===== config.mk =====
export PLATFORM = sky130hd
export DESIGN_NAME = tmr8_wave_ctrl
export DESIGN_NICKNAME = d
export VERILOG_FILES = /design/src/rtl/tmr8_pkg.sv /design/src/rtl/tmr8_chan_if.sv /design/src/rtl/tmr8_chan.sv /design/src/rtl/tmr8_wave_ctrl.sv
export SDC_FILE = /design/constraint.sdc
export NUM_CORES = 1
export LEC_CHECK = 0
export BUFFER_PORTS_ARGS = -buffer_cell sky130_fd_sc_hd__buf_2
export CORE_ASPECT_RATIO = 0.8
export CORE_UTILIZATION = 55
export DETAILED_ROUTE_END_ITERATION = 6
export MAX_ROUTING_LAYER = met4
export PLACE_DENSITY = 0.91
export SLEW_MARGIN = 20
export SYNTH_ARGS = -nofsm -noshare
export SYNTH_HDL_FRONTEND = slang
export SYNTH_SLANG_ARGS = --single-unit

===== constraint.sdc =====
create_clock -name core_clk_i -period 4.6 [get_ports core_clk_i]
set_input_delay 0.69 -clock core_clk_i [delete_from_list [all_inputs] [get_ports core_clk_i]]
set_output_delay 0.69 -clock core_clk_i [all_outputs]
set_load 0.02 [all_outputs]

===== src/rtl/tmr8_pkg.sv =====
// Shared constants and types of the 8-bit timer wave control block
package tmr8_pkg;

  // ----------------------------------------------------------------
  // Register map
  // ----------------------------------------------------------------
  localparam logic [7:0] CTRL_A_OFS  = 8'h24; // Output modes, low wave bits
  localparam logic [7:0] CTRL_B_OFS  = 8'h25; // Wave mode high bit
  localparam logic [7:0] STATUS_OFS  = 8'h30; // Live output and mode state
  localparam logic [7:0] CTRL_A_RST  = 8'h00; // Control A after reset
  localparam logic [7:0] CTRL_A_WMSK = 8'hf3; // Bits 3:2 never store

  // ----------------------------------------------------------------
  // Field positions
  // ----------------------------------------------------------------
  localparam int OUT_A_POS   = 6; // out_a_mode[1:0]
  localparam int OUT_B_POS   = 4; // out_b_mode[1:0]
  localparam int WAVE_LO_POS = 0; // wave_mode_low_bits[1:0]
  localparam int WAVE_HI_POS = 3; // wave_mode_high_bit in control B
  localparam int ST_OUTA_POS = 0; // Status: compare_out_a
  localparam int ST_OUTB_POS = 1; // Status: compare_out_b
  localparam int ST_RSVD_POS = 2; // Status: reserved mode selected
  localparam int ST_DUAL_POS = 3; // Status: dual-slope sequence

  // ----------------------------------------------------------------
  // Count values
  // ----------------------------------------------------------------
  localparam logic [7:0] CNT_MAX    = 8'hff; // MAX and fixed TOP
  localparam logic [7:0] CNT_BOTTOM = 8'h00; // BOTTOM

  // ----------------------------------------------------------------
  // Wave mode codes
  // ----------------------------------------------------------------
  localparam logic [2:0] WM_NORMAL  = 3'h0;
  localparam logic [2:0] WM_PC_FF   = 3'h1;
  localparam logic [2:0] WM_CLR     = 3'h2;
  localparam logic [2:0] WM_FAST_FF = 3'h3;
  localparam logic [2:0] WM_RSV4    = 3'h4;
  localparam logic [2:0] WM_PC_A    = 3'h5;
  localparam logic [2:0] WM_RSV6    = 3'h6;
  localparam logic [2:0] WM_FAST_A  = 3'h7;

  // Waveform class of a mode
  typedef enum logic [3:0] {
    CLS_NONPWM = 4'b0001,
    CLS_FAST   = 4'b0010,
    CLS_PHASE  = 4'b0100,
    CLS_RSVD   = 4'b1000
  } tmr8_cls_t;

  // Point in the count sequence
  typedef enum logic [3:0] {
    PT_IMM = 4'b0001,
    PT_MAX = 4'b0010,
    PT_BOT = 4'b0100,
    PT_TOP = 4'b1000
  } tmr8_pt_t;

endpackage : tmr8_pkg


===== src/rtl/tmr8_chan_if.sv =====
// Carrier between the wave control and one compare output channel
`timescale 1ns/10ps
`default_nettype none
interface tmr8_chan_if;
  import tmr8_pkg::*;
  logic [1:0] code;    // Channel output mode code
  tmr8_cls_t  cls;     // Waveform class
  logic       is_a;    // Channel A has the toggle option
  logic       hi_bit;  // wave_mode_high_bit
  logic       match;   // Compare match this tick
  logic       eq_top;  // Compare value equals TOP
  logic       at_bot;  // Tick with count at BOTTOM
  logic       at_top;  // Tick with count at TOP
  logic       down;    // Counting down
  logic       out;     // Registered compare output
  modport ctrl (output code, cls, is_a, hi_bit, match, eq_top, at_bot, at_top, down, input out);
  modport chan (input code, cls, is_a, hi_bit, match, eq_top, at_bot, at_top, down, output out);
endinterface : tmr8_chan_if
`default_nettype wire


===== src/rtl/tmr8_chan.sv =====
// One compare output channel: applies the mode code to its output
`timescale 1ns/10ps
`default_nettype none
module tmr8_chan
  import tmr8_pkg::*;
(
  // Clock and reset
  input  wire logic   core_clk_i,
  input  wire logic   arst_n_i,
  // Control side
  tmr8_chan_if.chan   ch
);

  logic out_q; // Output level
  logic out_d; // Next output level
  logic ign;   // Match on TOP is ignored

  assign ign    = ch.eq_top & ch.code[1];
  assign ch.out = out_q;

  // ----------------------------------------------------------------
  // Next output level
  // ----------------------------------------------------------------
  always_comb begin
    out_d = out_q;
    unique case (ch.cls)
      CLS_NONPWM: begin
        // Match acts by the code; 00 leaves it alone
        if (ch.match) begin
          unique case (ch.code)
            2'b01:   out_d = ~out_q;
            2'b10:   out_d = 1'b0;
            2'b11:   out_d = 1'b1;
            default: out_d = out_q;
          endcase
        end
      end
      CLS_FAST: begin
        // BOTTOM first so a same-tick match has the last word
        if (ch.at_bot && ch.code[1]) begin
          out_d = ~ch.code[0];
        end
        // Channel B with match ignored acts at TOP
        if (!ch.is_a && ign && ch.at_top) begin
          out_d = ~ch.code[0];
        end
        if (ch.match && !ign) begin
          if (ch.code[1]) begin
            out_d = ch.code[0];
          end else if (ch.code[0] && ch.is_a && ch.hi_bit) begin
            out_d = ~out_q;
          end
        end
      end
      CLS_PHASE: begin
        if (ign && ch.at_top) begin
          out_d = ~ch.code[0];
        end else if (ch.match && !ign) begin
          if (ch.code[1]) begin
            // Up: code bit 0; down: its inverse
            out_d = ch.code[0] ^ ch.down;
          end else if (ch.code[0] && ch.is_a && ch.hi_bit) begin
            out_d = ~out_q;
          end
        end
      end
      CLS_RSVD: out_d = out_q; // Reserved mode: hold
    endcase
  end

  // Output register
  always_ff @(posedge core_clk_i or negedge arst_n_i) begin
    if (!arst_n_i) begin
      out_q <= 1'b0;
    end else begin
      out_q <= out_d;
    end
  end

endmodule : tmr8_chan
`default_nettype wire


===== src/rtl/tmr8_wave_ctrl.sv =====
// Wave mode decode, control registers and compare outputs of an 8-bit timer
// ------------------------------------------------------------------
// ------------------------------------------------------------------
//
// Implementation choice: the strobed register port.
`timescale 1ns/10ps
`default_nettype none
module tmr8_wave_ctrl
  import tmr8_pkg::*;
#(
  parameter int ADDR_W = 8 // Register address width
)(
  // Clock and reset
  input  wire logic              core_clk_i,
  input  wire logic              arst_n_i,
  // Register port
  input  wire logic [ADDR_W-1:0] addr_i,
  input  wire logic [7:0]        wdata_i,
  input  wire logic              wr_i,
  input  wire logic              rd_i,
  output logic      [7:0]        rdata_o,
  // Counter side, same clock
  input  wire logic              tick_i,
  input  wire logic [7:0]        count_value_i,
  input  wire logic              count_down_i,
  input  wire logic [7:0]        compare_value_a_i,
  input  wire logic [7:0]        compare_value_b_i,
  // Decoded sequence
  output logic [7:0]             top_value_o,
  output logic                   dual_slope_o,
  output logic                   ovf_pulse_o,
  output logic                   cmp_upd_o,
  // Pins
  output logic                   compare_out_a_o,
  output logic                   compare_out_b_o,
  output logic                   pin_take_a_o,
  output logic                   pin_take_b_o
);

  // ----------------------------------------------------------------
  // Elaboration check
  // ----------------------------------------------------------------
  // Offsets reach 0x30, so six address bits at least
  if (ADDR_W < 6) begin : g_bad_addr
    $error("ADDR_W too small for the register map");
  end

  // ----------------------------------------------------------------
  // Declarations
  // ----------------------------------------------------------------
  logic [7:0] ctl_a_q;     // Control A
  logic       wave_hi_q;   // wave_mode_high_bit
  logic [7:0] rdata_q;     // Read data
  logic [2:0] wave_mode;   // Combined mode code
  tmr8_cls_t  cls;         // Waveform class
  tmr8_pt_t   upd_pt;      // Compare update point
  tmr8_pt_t   ovf_pt;      // overflow_flag point
  logic       top_from_a;  // TOP is compare_value_a
  logic [7:0] top_d;       // Current TOP
  logic       at_bot;      // Tick at BOTTOM
  logic       at_top;      // Tick at TOP
  logic       at_max;      // Tick at MAX
  logic       ovf_d;       // Overflow event
  logic       upd_d;       // Update event
  logic [1:0] code [2];    // Per-channel mode codes
  logic [7:0] cmpv [2];    // Per-channel compare values
  logic       ch_out [2];  // Per-channel outputs
  logic       pin_a_q;     // Pin takeover A
  logic       pin_b_q;     // Pin takeover B

  tmr8_chan_if ch_if [2] (); // Channel carriers

  // ----------------------------------------------------------------
  // Register writes
  // ----------------------------------------------------------------
  // Control A; reserved bits never store, so they read zero
  always_ff @(posedge core_clk_i or negedge arst_n_i) begin
    if (!arst_n_i) begin
      ctl_a_q <= CTRL_A_RST;
    end else if (wr_i && addr_i == ADDR_W'(CTRL_A_OFS)) begin
      ctl_a_q <= wdata_i & CTRL_A_WMSK;
    end
  end

  // Control B: only the high wave bit lives in this block
  always_ff @(posedge core_clk_i or negedge arst_n_i) begin
    if (!arst_n_i) begin
      wave_hi_q <= 1'b0;
    end else if (wr_i && addr_i == ADDR_W'(CTRL_B_OFS)) begin
      wave_hi_q <= wdata_i[WAVE_HI_POS];
    end
  end

  // ----------------------------------------------------------------
  // Register reads
  // ----------------------------------------------------------------
  // Data stand in the cycle after the strobe only
  always_ff @(posedge core_clk_i or negedge arst_n_i) begin
    if (!arst_n_i) begin
      rdata_q <= 8'h00;
    end else if (!rd_i) begin
      rdata_q <= 8'h00;
    end else begin
      unique case (addr_i)
        ADDR_W'(CTRL_A_OFS): rdata_q <= ctl_a_q;
        ADDR_W'(CTRL_B_OFS): rdata_q <= 8'(wave_hi_q) << WAVE_HI_POS;
        ADDR_W'(STATUS_OFS): begin
          rdata_q              <= 8'h00;
          rdata_q[ST_OUTA_POS] <= ch_out[0];
          rdata_q[ST_OUTB_POS] <= ch_out[1];
          rdata_q[ST_RSVD_POS] <= (cls == CLS_RSVD);
          rdata_q[ST_DUAL_POS] <= (cls == CLS_PHASE);
        end
        default: rdata_q <= 8'h00; // Unmapped reads zero
      endcase
    end
  end

  assign rdata_o = rdata_q;

  // ----------------------------------------------------------------
  // Mode decode
  // ----------------------------------------------------------------
  // High bit from control B, low bits from control A
  assign wave_mode = {wave_hi_q, ctl_a_q[WAVE_LO_POS +: 2]};

  // Every code is listed, so no default is needed
  always_comb begin
    cls        = CLS_RSVD;
    upd_pt     = PT_IMM;
    ovf_pt     = PT_MAX;
    top_from_a = 1'b0;
    unique case (wave_mode)
      WM_NORMAL: begin
        cls    = CLS_NONPWM;
        upd_pt = PT_IMM;
        ovf_pt = PT_MAX;
      end
      WM_PC_FF: begin
        cls    = CLS_PHASE;
        upd_pt = PT_TOP;
        ovf_pt = PT_BOT;
      end
      WM_CLR: begin
        cls        = CLS_NONPWM;
        top_from_a = 1'b1;
        upd_pt     = PT_IMM;
        ovf_pt     = PT_MAX;
      end
      WM_FAST_FF: begin
        cls    = CLS_FAST;
        upd_pt = PT_BOT;
        ovf_pt = PT_MAX;
      end
      WM_PC_A: begin
        cls        = CLS_PHASE;
        top_from_a = 1'b1;
        upd_pt     = PT_TOP;
        ovf_pt     = PT_BOT;
      end
      WM_FAST_A: begin
        cls        = CLS_FAST;
        top_from_a = 1'b1;
        upd_pt     = PT_BOT;
        ovf_pt     = PT_TOP;
      end
      // Reserved codes define nothing: no flag, no update
      WM_RSV4, WM_RSV6: begin
        cls = CLS_RSVD;
      end
    endcase
  end

  // ----------------------------------------------------------------
  // Sequence points
  // ----------------------------------------------------------------
  assign top_d  = top_from_a ? compare_value_a_i : CNT_MAX;
  assign at_bot = tick_i && count_value_i == CNT_BOTTOM;
  assign at_top = tick_i && count_value_i == top_d;
  assign at_max = tick_i && count_value_i == CNT_MAX;

  // Overflow point per mode; reserved modes never flag
  always_comb begin
    ovf_d = 1'b0;
    if (cls != CLS_RSVD) begin
      unique case (ovf_pt)
        PT_MAX:  ovf_d = at_max;
        PT_BOT:  ovf_d = at_bot;
        PT_TOP:  ovf_d = at_top;
        PT_IMM:  ovf_d = 1'b0;
      endcase
    end
  end

  // Compare update point; immediate means every cycle
  always_comb begin
    upd_d = 1'b0;
    if (cls != CLS_RSVD) begin
      unique case (upd_pt)
        PT_IMM:  upd_d = 1'b1;
        PT_TOP:  upd_d = at_top;
        PT_BOT:  upd_d = at_bot;
        PT_MAX:  upd_d = 1'b0;
      endcase
    end
  end

  // Registered sequence outputs
  always_ff @(posedge core_clk_i or negedge arst_n_i) begin
    if (!arst_n_i) begin
      top_value_o  <= CNT_MAX;
      dual_slope_o <= 1'b0;
      ovf_pulse_o  <= 1'b0;
      cmp_upd_o    <= 1'b0;
    end else begin
      top_value_o  <= top_d;
      dual_slope_o <= (cls == CLS_PHASE);
      ovf_pulse_o  <= ovf_d;
      cmp_upd_o    <= upd_d;
    end
  end

  // ----------------------------------------------------------------
  // Pin takeover
  // ----------------------------------------------------------------
  // Any nonzero code hands the pin to the channel
  always_ff @(posedge core_clk_i or negedge arst_n_i) begin
    if (!arst_n_i) begin
      pin_a_q <= 1'b0;
      pin_b_q <= 1'b0;
    end else begin
      pin_a_q <= |ctl_a_q[OUT_A_POS +: 2];
      pin_b_q <= |ctl_a_q[OUT_B_POS +: 2];
    end
  end

  // The driver still needs the port direction set outside
  assign pin_take_a_o = pin_a_q;
  assign pin_take_b_o = pin_b_q;

  // ----------------------------------------------------------------
  // Channels
  // ----------------------------------------------------------------
  assign code[0] = ctl_a_q[OUT_A_POS +: 2];
  assign code[1] = ctl_a_q[OUT_B_POS +: 2];
  assign cmpv[0] = compare_value_a_i;
  assign cmpv[1] = compare_value_b_i;

  for (genvar i = 0; i < 2; i++) begin : g_chan
    assign ch_if[i].code   = code[i];
    assign ch_if[i].cls    = cls;
    assign ch_if[i].is_a   = (i == 0);
    assign ch_if[i].hi_bit = wave_hi_q;
    assign ch_if[i].match  = tick_i && count_value_i == cmpv[i];
    assign ch_if[i].eq_top = cmpv[i] == top_d;
    assign ch_if[i].at_bot = at_bot;
    assign ch_if[i].at_top = at_top;
    assign ch_if[i].down   = count_down_i;
    assign ch_out[i]       = ch_if[i].out;

    tmr8_chan u_chan (
      .core_clk_i (core_clk_i),
      .arst_n_i   (arst_n_i),
      .ch         (ch_if[i])
    );
  end

  // Both outputs are the channel flops themselves
  assign compare_out_a_o = ch_out[0];
  assign compare_out_b_o = ch_out[1];
endmodule : tmr8_wave_ctrl
`default_nettype wire


# == Yosys cells after proc, flatten, opt, wreduce, memory -nomap -nowiden ==
# Index checks and enable logic that the tools add are counted.
# op_classes
n_addsub,0
mul,0
div_mod_pow,0
magnitude_cmp,0
n_eq_ne,43
shifts,0
muxes,32
bitwise,9
n_reduce_logical,27
# op_table
op,count
== test 8 bit,5
== test 8 x 6 -> 1 bit (second input constant),3
case mux 8 bit (3 select lines),1
2-to-1 mux 1 bit,20
2-to-1 mux 8 bit,2
case mux 4 bit (2 select lines),2
case mux 4 bit (4 select lines),1
logical AND 1 bit,14
== test 3 bit (second input constant),4
== test 4 x 1 -> 1 bit (second input constant),3
== test 4 x 2 -> 1 bit (second input constant),3
== test 4 x 3 -> 1 bit (second input constant),3
== test 4 bit (second input constant),3
case mux 1 bit (3 select lines),4
OR reduction 2 bit,6
AND reduction 5 bit,2
== test 2 bit (second input constant),4
== test 8 bit (second input constant),1
zero test 8 bit,1
inequality test 4 bit (second input constant),2
case mux 1 bit (4 select lines),2
== test 3 x 2 -> 1 bit (second input constant),2
inequality test 3 x 1 -> 1 bit (second input constant),2
inverter 1 bit,5
other kinds (11),16
# word_totals
ff_bits,30
latch_bits,0
mem_bits_rw,0
romBits,0
in_bits,46
out_inout_bits,23
wordCells,122
memories,0

# == Logic depth before layout (Yosys ltp) ==
# Gate-level depths: netlist of the first run.
# logic_depth
word_depth,11
ltp_mapped,9
mapped_depth_nobuf,9

# == By module ==
# A second synthesis of the first run with hierarchy kept.
# hier_totals
cells_unflattened,232
hier_area_um2,2183.3
# modules_own_cells
module,n_inst,cells_per_inst,area_per_inst_um2,seq_area_each_um2
tmr8_wave_ctrl,1,172,1725.4,710.7
tmr8_chan,2,30,229.0,25.0

# == Least setup slack after synthesis of the first run ==
# No wires, ideal clock.
# synth_timing
path_type,in2reg
start,input port compare_value_a_i[3]
end,register g_chan[1].u_chan.out_q
setup_time_ps,87
t_arrival_ps,2554
required_time_ps,4513
setup_slack_ps,1959
cell_stages,8
path_buffers,1
path_cell_list,clkbuf_1 -> or4b_1 -> o221ai_1 -> a311oi_1 -> a211o_1 -> o31a_1 -> and3_4 -> a211oi_2
# synth_via
elab_chain_len,8
elab_cells_between_ends,16
cone_classes,4 x eq/ne; 6 x mux; 1 x bitwise; 5 x reduce/logical
# synth_rtl
element,line,text
start: declaration,tmr8_wave_ctrl.sv:26,"input wire logic [7:0] compare_value_a_i,"
2-to-1 mux 8 bit *,tmr8_wave_ctrl.sv:177,assign top_d = top_from_a ? compare_value_a_i : CNT_MAX;
"== test 8 bit, on equally long branches","tmr8_wave_ctrl.sv:255, tmr8_wave_ctrl.sv:179",
AND 1 bit / logical AND 1 bit (equally long branches),"tmr8_chan.sv:18, tmr8_wave_ctrl.sv:179",
logical AND 1 bit,"tmr8_chan.sv:44, tmr8_chan.sv:56",
2-to-1 mux 1 bit,tmr8_chan.sv:44,if (!ch.is_a && ign && ch.at_top) begin
2-to-1 mux 1 bit,tmr8_chan.sv:48,if (ch.code[1]) begin
2-to-1 mux 1 bit,tmr8_chan.sv:47,if (ch.match && !ign) begin
case mux 1 bit (3 select lines),tmr8_chan.sv:26,unique case (ch.cls)
end signal: assignment,tmr8_chan.sv:76,out_q <= out_d;
end: declaration,tmr8_chan.sv:14,logic out_q;
# Every way passes the cells marked *; elsewhere a longest branch is shown, timed or not.
# A chain may end at the register's enable or synchronous reset.

# == Worst setup path after layout of the first run ==
# layout_timing
start,register wave_hi_q (netlist: ch_if[0].hi_bit)
end,register g_chan[1].u_chan.out_q
# layout_via
elab_chain_len,11
elab_cells_between_ends,38
cone_classes,17 x eq/ne; 8 x mux; 2 x bitwise; 11 x reduce/logical
# layout_rtl
element,line,text
start: declaration,tmr8_wave_ctrl.sv:52,logic wave_hi_q;
start signal: assignment,tmr8_wave_ctrl.sv:90,wave_hi_q <= wdata_i[WAVE_HI_POS];
== test 3 bit / == test 3 x 2 -> 1 bit (equally long branches),tmr8_wave_ctrl.sv:133,unique case (wave_mode)
OR reduction 3 bit (no line),-,
2-to-1 mux 1 bit,tmr8_wave_ctrl.sv:133,
2-to-1 mux 8 bit,tmr8_wave_ctrl.sv:177,
"== test 8 bit, on equally long branches","tmr8_wave_ctrl.sv:255, tmr8_wave_ctrl.sv:179",
AND 1 bit / logical AND 1 bit (equally long branches),"tmr8_chan.sv:18, tmr8_wave_ctrl.sv:179",
logical AND 1 bit,"tmr8_chan.sv:44, tmr8_chan.sv:56",
2-to-1 mux 1 bit,tmr8_chan.sv:44,
2-to-1 mux 1 bit,tmr8_chan.sv:48,
2-to-1 mux 1 bit,tmr8_chan.sv:47,
case mux 1 bit (3 select lines),tmr8_chan.sv:26,
# Several ways; a longest one is shown, not always the timed one.

==> results of run 1 <==
==> sequential cells by signal (all words and copies together) (netlist names) <==
| register | cells |
|---|---|
| pin_take_a_o | 1 |
| cmp_upd_o | 1 |
| top_value_o | 8 |
| ch_if.hi_bit | 1 |
| dual_slope_o | 1 |
| ovf_pulse_o | 1 |
| rdata_o | 8 |
| pin_take_b_o | 1 |
| ctl_a_q | 6 |
| g_chan.u_chan.ch.out | 2 |
==> power by group through the flow <==
| stage | combinational (mW) | sequential, mW | clock, mW |
|---|---|---|---|
| after floorplan | 0.0792 | 0.305 | 0 |
| after global placement | 0.141 | 0.298 | 0 |
| after detailed placement | 0.145 | 0.299 | 0 |
| after CTS | 0.148 | 0.295 | 0.231 |
| after global routing | 0.165 | 0.297 | 0.243 |
| final | 0.149 | 0.295 | 0.230 |
==> cells by family (layout without fill, tap and decap cells) <==
| family | Yosys count | after routing | synth area share |
|---|---|---|---|
| adders and majority gates | 8 | 8 | 0.0467 |
| buffers and inverters | 26 | 93 | 0.0496 |
| xor gates and xnor gates | 17 | 17 | 0.0695 |
| and+or+nand+nor | 100 | 100 | 0.250 |
| DFF | 30 | 30 | 0.355 |
| muxes | 11 | 11 | 0.0555 |
| AOI/OAI and AO/OA | 48 | 48 | 0.174 |
==> layer usage <==
metal	part of all wire	vias up	wire length [µm]	global-route usage
li1	-	1001	-	-
met1	0.45	995	2380	0.404
met2	0.45	114	2420	0.445
met3	0.082	16	441	0.0574
met4	0.020	0	108	0.112
met5	0	-	0	-
==> placed cells by master, fill, tap and decap left out, types with 5 or more instances in the layout <==
cell type  synthesis  routed
nand4_1            7       7
and3_1             6       6
nor2b_1            6       6
xor2_1            15      15
mux2_2             7       7
dfrtp_1           22      22
nand2_1           25      25
o221ai_1           5       5
clkbuf_8           0       6
dfstp_2            8       8
nor3_1             9       9
inv_1             18      18
nor2_1            20      20
buf_2              1      67
a21oi_1            8       8
ha_1               8       8
nand2b_1           5       5
==> Yosys cell counts (all sizes together), types with 2 or more instances <==
cell type / number / area, µm²
nand3: 3 / 15.0
nor4b: 2 / 17.5
and2: 2 / 13.8
nor4: 3 / 18.8
ha: 8 / 100
a211oi: 5 / 42.5
inv: 18 / 67.6
or3: 2 / 12.5
buf: 3 / 20.0
or2: 2 / 12.5
a221oi: 3 / 26.3
xnor2: 2 / 17.5
nor2: 20 / 75.1
mux2: 7 / 78.8
o21ai: 4 / 20.0
o221ai: 5 / 43.8
a221o: 2 / 20.0
nand2: 25 / 93.8
a21oi: 9 / 48.8
a22oi: 3 / 22.5
o22ai: 2 / 12.5
and3: 7 / 48.8
a2111oi: 4 / 47.6
dfrtp: 22 / 551
xor2: 15 / 131
dfstp: 8 / 210
mux2i: 4 / 40.0
a311oi: 2 / 17.5
clkbuf: 5 / 18.8
nor2b: 6 / 37.5
nor3: 9 / 45.0
nand2b: 5 / 31.3
nand4: 7 / 43.8
==> worst reg2reg max path, stage by stage, from the launching register on <==
cell       delay, ps
dfrtp_1          550
nand2_1          370
nand2_1          320
a2111oi_0        880
or4_4            270
o21bai_1          80
a211oi_1         320
a211oi_2         110
==> path summary, 6_finish.rpt <==
check,startpoint,end,slack (ps),cells past startpoint
max,ch_if[0].hi_bit$_DFFE_PN0P_,g_chan[1].u_chan.ch.out$_DFFE_PN0P_,1580,7
min,arst_n_i,pin_take_b_o$_DFF_PN0_,420,1
max reg2reg,ch_if[0].hi_bit$_DFFE_PN0P_,g_chan[1].u_chan.ch.out$_DFFE_PN0P_,1580,7
min reg2reg,ctl_a_q[4]$_DFFE_PN0P_,rdata_o[4]$_DFF_PN0_,660,1
max in group asynchronous,arst_n_i,ch_if[0].hi_bit$_DFFE_PN0P_,3760,1
min in group core_clk_i,wdata_i[0],ctl_a_q[0]$_DFFE_PN0P_,630,2
==> stage by stage <==
step                utilization  power, mW  std cells  setup WS (ps)
floorplan                     -      0.384        240           1960
global placement          0.699      0.439        341           1720
detailed placement        0.699      0.444        341           1690
CTS                       0.726      0.673        349           1660
global route              0.726      0.705        349           1460
finish                    0.726      0.674        349           1580
==> layout make-up <==
type                    instances  share of cell area
clock buffers                   6              0.0319
clock inverters                 2             0.00484
inverters                      18              0.0261
multi-input cells             184               0.493
flip-flops and latches         30               0.294
well taps                      42              0.0203
repair buffers                 67               0.130
==> results_dict.tcl, run 1 <==
set metrics [dict create \
    synth_cell_type_count 56 \
    insertion_delay_ps 290 \
    setup-tns-final_ps 0 \
    holdWs_ps 419 \
    drt_iter0_drc 113 \
    avgSynthCellArea_um2 8.93 \
    drtPass1Iterations 5 \
    die_area_um2 4150 \
    postLayoutCellArea_um2 2590 \
    crit_chain "nand2_1 -> nand2_1 -> a2111oi_0 -> or4_4 -> o21bai_1 -> a211oi_1 -> a211oi_2" \
    drive_above_1_share 0.329 \
    drt-total-wl_um 5350 \
    finalSetupViolCount 0 \
    power_frac_clock 0.341 \
    cts_root_buf "clkbuf_8" \
    cp_slowest_cell "a2111oi_0" \
    antenna_found_initial 0 \
    peakVddDrop_mv 0.166 \
    multi_input_area_um2 1280 \
    power.switching_mw 0.215 \
    critPathBufInv 0 \
    hold_class "input port to async pin" \
    placed_cell_area_um2 2490 \
    via_count 2126 \
    ctsHoldBuffers 0 \
    relSlewSlack 0.297 \
    grt_pass1_wl_um 9190 \
    power_frac_comb 0.221 \
    ant_nets 0 \
    portBuffers 67 \
    switching_share 0.319 \
    gp_routability_congestion 1.03 \
    finalMaxSlewViolations 0 \
    nFillCells 268 \
    routedWlPerCell_um 15.3 \
    gr-total-overflow 0 \
    yosys_warnings 0 \
    grt_max_degree 31 \
    antenna_cells 0 \
    fin_skew_ps 3.27 \
    p_int_mw 0.459 \
    critical_path_class "flop to flop" \
    ys_seq_elements 30 \
    clkTransAtPathRegs_ps 70 \
    rsz0062_at_grt "false" \
    clock_sinks 30 \
    cts_tree "built" \
    core_area_um2 3570 \
    crit_path_frequent_cell "nand2_1" \
    synth_nets 294 \
    start_util 0.601 \
    max_freq_mhz 331 \
    grt_pass1_vias 1979 \
    path_delay_family "compound AO/OA/AOI/OAI gates" \
    die_h_um 57.8 \
    worstMarginPinSlew_ps 1040 \
    clockBufferDepth 2 \
    synthesis.area_um2 2140 \
    synth-main-ff-cell "dfrtp_1" \
    seqCellArea_um2 761 \
    cp.required_ps 4770 \
    arrival_ps 3190 \
    finalCritPeriodShare 0.656 \
    synth-edff-count 0 \
    yosysSeqAreaShare 0.355 \
    grtUsageTotal 0.298 \
    area_growth_pct 20.7 \
    cts-resized-gates 0 \
    die_w_um 71.8 \
    critPathMaxStageDelay_ps 880 \
    drc 0 \
    p_leak_nw 1.22 \
    final_hold_viol_count 0 \
    numCtsBuffers 5 \
    timing.final.crit_period_ps 3020 \
    num_io_pins 69 \
    critPathLaunchType "flop" \
    crit_fanout 14 \
    viasPerCell 6.09 \
    run_status "complete, no violations" \
    dp_hpwl_um 3990 \
    synthArstFlopShare 1.00 \
    p_per_area_nw_per_um2 261 \
    maxCapViolations 0 \
    postCtsSetupBuffers 0 \
    cp-end-kind "flop" \
    nets 360 \
    syn-instance-count 240 \
    htree_num_levels 2 \
    p_seq_frac 0.438 \
    fp-row-count 19 \
]
(Power assumes the default switching activity.)
==> run 2: changes to the inputs <==
- ABC_AREA: default -> 1
- CORE_UTILIZATION: 55 -> 46
- PLACE_DENSITY: 0.91 -> 0.81
- clock period: 4.6 -> 2.65 ns (I/O delays scaled with it)
==> run 2 against run 1 <==
Compared with the run above: largest cell class unchanged; total power rose by 99%; critical endpoint unchanged; critical path depth rose by 9; synthesized area rose by 1.3%; non-clock buffer count did not move; worst setup slack got worse by 1300 ps; sequential share of layout area fell by 0.67 points; combinational power rose to 2.8 times the previous value; routed wire length rose by 9.4%.
==> results_dict.tcl, run 2 <==
set metrics [dict create \
    gr-total-overflow 0 \
    final_common_cell "nand2_1" \
    htree_num_levels 2 \
    cts_tree "built" \
    drtPass1Iterations 6 \
    area_growth_pct 21.9 \
    drt-total-wl_um 5850 \
    relSlewSlack 0.579 \
    worstMarginPinSlew_ps 631 \
    p_leak_nw 1.52 \
    dp_cells 451 \
    nets 455 \
    synthTopCellsByCount "nand2_1 (107), inv_1 (56), nor2_1 (36)" \
    worst_r2r_endpoint "g_chan[1].u_chan.ch.out$_DFFE_PN0P_" \
    die_area_um2 5000 \
    insertion_delay_ps 280 \
    antenna_cells 0 \
    critical_path_class "flop to flop" \
    rr_worst_depth 16 \
    ff2ff_setup_slack_ps 270 \
    yosys_warnings 0 \
    setup-tns-final_ps 0 \
    antenna_found_initial 0 \
    layout_common_cells "nand2_1 (107), buf_2 (67), inv_1 (56)" \
    grt_pass1_wl_um 9210 \
    p_per_area_nw_per_um2 508 \
    dp_hpwl_um 4610 \
    grt_pass1_vias 1964 \
    nFillCells 437 \
    arrival_ps 2560 \
    synth-edff-count 0 \
    synth_nets 384 \
    finalMaxSlewViolations 0 \
    ctsHoldBuffers 0 \
    synth-main-ff-cell "dfrtp_1" \
    synth_cell_type_count 27 \
    ys_seq_elements 30 \
    reg2reg_from "ctl_a_q[0]$_DFFE_PN0P_" \
    yosysTopAreaCell "dfrtp_1" \
    crit_fanout 12 \
    gp_routability_congestion 0.934 \
    synth_top_area_share 0.253 \
    clock_sinks 30 \
    cp-end-kind "flop" \
    die_w_um 78.8 \
    avgSynthCellArea_um2 6.58 \
    yosysSeqAreaShare 0.350 \
    final_hold_viol_count 0 \
    cts_root_buf "clkbuf_8" \
    drt_iter0_drc 278 \
    synthesis.area_um2 2170 \
    routedWlPerCell_um 12.7 \
    grtUsageTotal 0.248 \
    via_count 2367 \
    maxCapViolations 0 \
    synth.most_common_cell "nand2_1" \
    fp-row-count 21 \
    core_area_um2 4360 \
    peakVddDrop_mv 0.307 \
    cp.required_ps 2820 \
    clkTransAtPathRegs_ps 60 \
    timing.final.crit_period_ps 2380 \
    clockBufferDepth 2 \
    rsz0062_at_grt "false" \
    synthArstFlopShare 1.00 \
    ant_nets 0 \
    die_h_um 63.5 \
    finalSetupViolCount 0 \
    postCtsSetupBuffers 0 \
    synth_area_leaders "dfrtp_1 (25%), nand2_1 (18%), dfstp_2 (9.7%)" \
    finalCritPeriodShare 0.900 \
    syn-instance-count 330 \
    grt_max_degree 31 \
    fin_skew_ps 2.91 \
    critPathLaunchType "flop" \
    drive_above_1_share 0.246 \
    cts-resized-gates 0 \
    hold_class "input port to async pin" \
    viasPerCell 5.16 \
    numCtsBuffers 5 \
    drc 0 \
    cp-startpoint "ctl_a_q[0]$_DFFE_PN0P_" \
    num_io_pins 69 \
    final_cells 459 \
    start_util 0.498 \
    max_freq_mhz 419 \
    run_status "complete, no violations" \
    portBuffers 67 \
]
==> run 2: changes by cell type after synthesis, moves of 5 or more <==
cell      before  now
and3_1         6    0
nand3_1        3   16
inv_1         18   56
nand2b_1       5    0
mux2_2         7    0
xor2_1        15    2
o21ai_0        3   15
nor2_1        20   36
nor2b_1        6    0
nand2_1       25  107
==> run 2: kinds of logic after synthesis <==
kind of cell / after synthesis / share of synthesized area
buffers and inverters: 61 / 0.112
xor gates and xnor gates: 2 / 0.00807
DFF: 30 / 0.350
adders and majority gates: 8 / 0.0461
AOI/OAI and AO/OA: 34 / 0.0881
and+or+nand+nor: 195 / 0.395
==> run 2: area by class of cell <==
type	instances	area, µm²	share of cell area
clock buffer	6	82.6	0.0312
clock inverter	2	12.5	0.00473
inverter	58	218	0.0822
multi-input combinational	239	1170	0.441
sequential	30	761	0.287
tap	57	71.3	0.0269
timing repair buffer	67	335	0.127
==> run 2: per-stage QoR <==
stage                     hold WS [ps]  instance area, µm²  worst slack [ps]  power (mW)  utilization
after floorplan                    102                2170               834       0.822            -
after global placement             450                2550               411       0.964        0.585
after detailed placement           451                2550               374       0.968        0.585
after CTS                          154                2650               357        1.35        0.607
after global routing               189                2650               101        1.43        0.607
final                              135                2650               265        1.35        0.607
==> run 2: worst max-delay path by stage <==
| stage | depth (start not counted) | end | slack, ps |
|---|---|---|---|
| 2_1_floorplan | 16 | g_chan[1].u_chan.ch.out$_DFFE_PN0P_ | 830 |
| 4_1_cts | 16 | g_chan[1].u_chan.ch.out$_DFFE_PN0P_ | 360 |
| 6_report | 16 | g_chan[1].u_chan.ch.out$_DFFE_PN0P_ | 270 |
| 3_5_place_dp | 16 | g_chan[1].u_chan.ch.out$_DFFE_PN0P_ | 370 |
| 5_1_grt | 16 | g_chan[1].u_chan.ch.out$_DFFE_PN0P_ | 100 |
| 3_3_place_gp | 16 | g_chan[1].u_chan.ch.out$_DFFE_PN0P_ | 410 |
==> run 2: power by group <==
group          switching [mW]  internal, mW
logic                   0.277         0.142
clock network           0.168         0.208
registers              0.0365         0.514
total                   0.482         0.863
==> run 2: routing by layer <==
metal | up-vias | track usage | share of wire
met1 | 1056 | 0.367 | 0.47
li1 | 1184 | - | -
met3 | 6 | 0.0435 | 0.10
met2 | 121 | 0.346 | 0.42
met4 | 0 | 0.0682 | 0.0050
met5 | - | - | 0
==> run 2: critical path, cell delays in order (launching register included) <==
cell and delay [ps]:
dfrtp_1 450, inv_2 190, nand2_2 90, nand2_2 230, nand3_1 250, nand2_1 130, nand2_1 60, nor2_1 100
nand2_1 100, nor2_4 170, nand2_2 120, nand3_1 80, nand3_1 70, nand2_1 70, nand2_1 60, nand2_1 50
nand2_1 40
==> run 3: changes to the inputs <==
- CORE_ASPECT_RATIO: 0.8 -> 1.2
==> run 3 against run 2 <==
Compared with the run above: final cell count increased by 0.22%; first-iteration DRC count decreased by 58%; cell area about the same; critical path type unchanged; highest routed layer unchanged.
==> results_dict.tcl, run 3 (same netlist as run 2, synthesis figures left out) <==
set metrics [dict create \
    gp_routability_congestion 0.889 \
    setup_ws_ps 388 \
    seqCellArea_um2 761 \
    dp_hpwl_um 4350 \
    critPathLaunchType "flop" \
    power.total_mw 1.36 \
    num_io_pins 69 \
    final_hold_viol_count 0 \
    cts-resized-gates 0 \
    cts_root_buf "clkbuf_8" \
    critPathMaxStageDelay_ps 460 \
    setup-tns-final_ps 0 \
    worst_r2r_endpoint "g_chan[1].u_chan.ch.out$_DFFE_PN0P_" \
    antenna_found_initial 0 \
    portBuffers 67 \
    timing.final.crit_period_ps 2260 \
    grt_pass1_vias 2246 \
    clockBufferDepth 2 \
    path_delay_family "simple AND/OR/NAND/NOR gates" \
    die_area_um2 5000 \
    die_w_um 64.7 \
    final_common_cell "nand2_1" \
    grt_max_degree 31 \
    start_util 0.476 \
    rsz0062_at_grt "false" \
    critical_path_class "flop to flop" \
    crit_path_frequent_cell "nand2_1" \
    clock_sinks 30 \
    multi_input_area_um2 1170 \
    drt-total-wl_um 5590 \
    grt_pass1_wl_um 9670 \
    insertion_delay_ps 290 \
    finalCritPeriodShare 0.854 \
    nFillCells 470 \
    relSlewSlack 0.540 \
    layout_common_cells "nand2_1 (107), buf_2 (67), inv_1 (56)" \
    clkTransAtPathRegs_ps 70 \
    gr-total-overflow 0 \
    die_h_um 77.3 \
    viasPerCell 5.16 \
    p_leak_nw 1.52 \
    critPathBufInv 1 \
    nets 455 \
    cp-end-kind "flop" \
    via_count 2372 \
    htree_num_levels 2 \
    cp.required_ps 2830 \
    endpoint "g_chan[1].u_chan.ch.out$_DFFE_PN0P_" \
    drtPass1Iterations 5 \
    crit_chain "inv_2 -> nand2_2 -> nand2_2 -> nand3_1 -> nand2_1 -> nand2_1 -> nor2_1 -> nand2_1 -> nor2_4 -> nand2_2 -> nand3_1 -> nand3_1 -> nand2_1 -> nand2_1 -> nand2_1 -> nand2_1" \
    routedWlPerCell_um 12.2 \
    drt_iter0_drc 118 \
    peakVddDrop_mv 0.291 \
    cts_tree "built" \
    antenna_cells 0 \
    arrival_ps 2450 \
    finalSetupViolCount 0 \
    crit_fanout 12 \
    rr_worst_depth 16 \
    hold_class "input port to async pin" \
    ff2ff_setup_slack_ps 390 \
    fp-row-count 27 \
    ctsHoldBuffers 0 \
    maxCapViolations 0 \
    drive_above_1_share 0.246 \
    p_per_area_nw_per_um2 512 \
    fin_skew_ps 4.29 \
    run_status "complete, no violations" \
    worstMarginPinSlew_ps 688 \
    numCtsBuffers 5 \
    cp_slowest_cell "dfrtp_1" \
    grtUsageTotal 0.255 \
    reg2reg_from "ctl_a_q[0]$_DFFE_PN0P_" \
    cp-startpoint "ctl_a_q[0]$_DFFE_PN0P_" \
    place_ws_ps 426 \
    postCtsSetupBuffers 0 \
    core_area_um2 4560 \
    area_growth_pct 21.9 \
    drc 0 \
    finalMaxSlewViolations 0 \
    ant_nets 0 \
    max_freq_mhz 442 \
    critical_path_depth 16 \
]
[run 3: cell type report]
type                       count  area share
clock buffer                   6      0.0312
clock inverter                 2     0.00472
inverter                      58      0.0822
multi-input combinational    239       0.441
sequential                    30       0.287
tap                           58      0.0274
timing repair buffer          67       0.127
[run 3: how the worst min path moves through the flow]
stage / from / to / depth (start not counted)
after floorplan: arst_n_i / ch_if[0].hi_bit$_DFFE_PN0P_ / 0
after global placement: arst_n_i / pin_take_b_o$_DFF_PN0_ / 1
after detailed placement: arst_n_i / pin_take_b_o$_DFF_PN0_ / 1
after CTS: arst_n_i / ctl_a_q[0]$_DFFE_PN0P_ / 1
after global routing: arst_n_i / pin_take_b_o$_DFF_PN0_ / 1
final: arst_n_i / rdata_o[3]$_DFF_PN0_ / 1
[run 3: metrics by stage]
| stage | hold WS [ps] | area (µm²) | util | instances |
|---|---|---|---|---|
| 2_1_floorplan | 102 | 2170 | - | 330 |
| 5_1_grt | 197 | 2650 | 0.581 | 460 |
| 6_report | 131 | 2650 | 0.581 | 460 |
| 3_5_place_dp | 468 | 2550 | 0.560 | 452 |
| 3_3_place_gp | 464 | 2550 | 0.560 | 452 |
| 4_1_cts | 160 | 2650 | 0.581 | 460 |
[run 3: power by group]
group	leakage (nW)	internal, mW	switching [mW]	total, mW
combinational	1.14	0.142	0.270	0.411
clock	0.0472	0.209	0.190	0.399
sequential	0.341	0.513	0.0330	0.546
total	1.52	0.864	0.493	1.36
[run 3: routing by layer]
layer  vias up  track usage  wire length (µm)
met5         -            -                 0
met4         0       0.0756               101
met3         9       0.0446               389
met2       106        0.429              2780
met1      1064        0.306              2320
li1       1193            -                 -
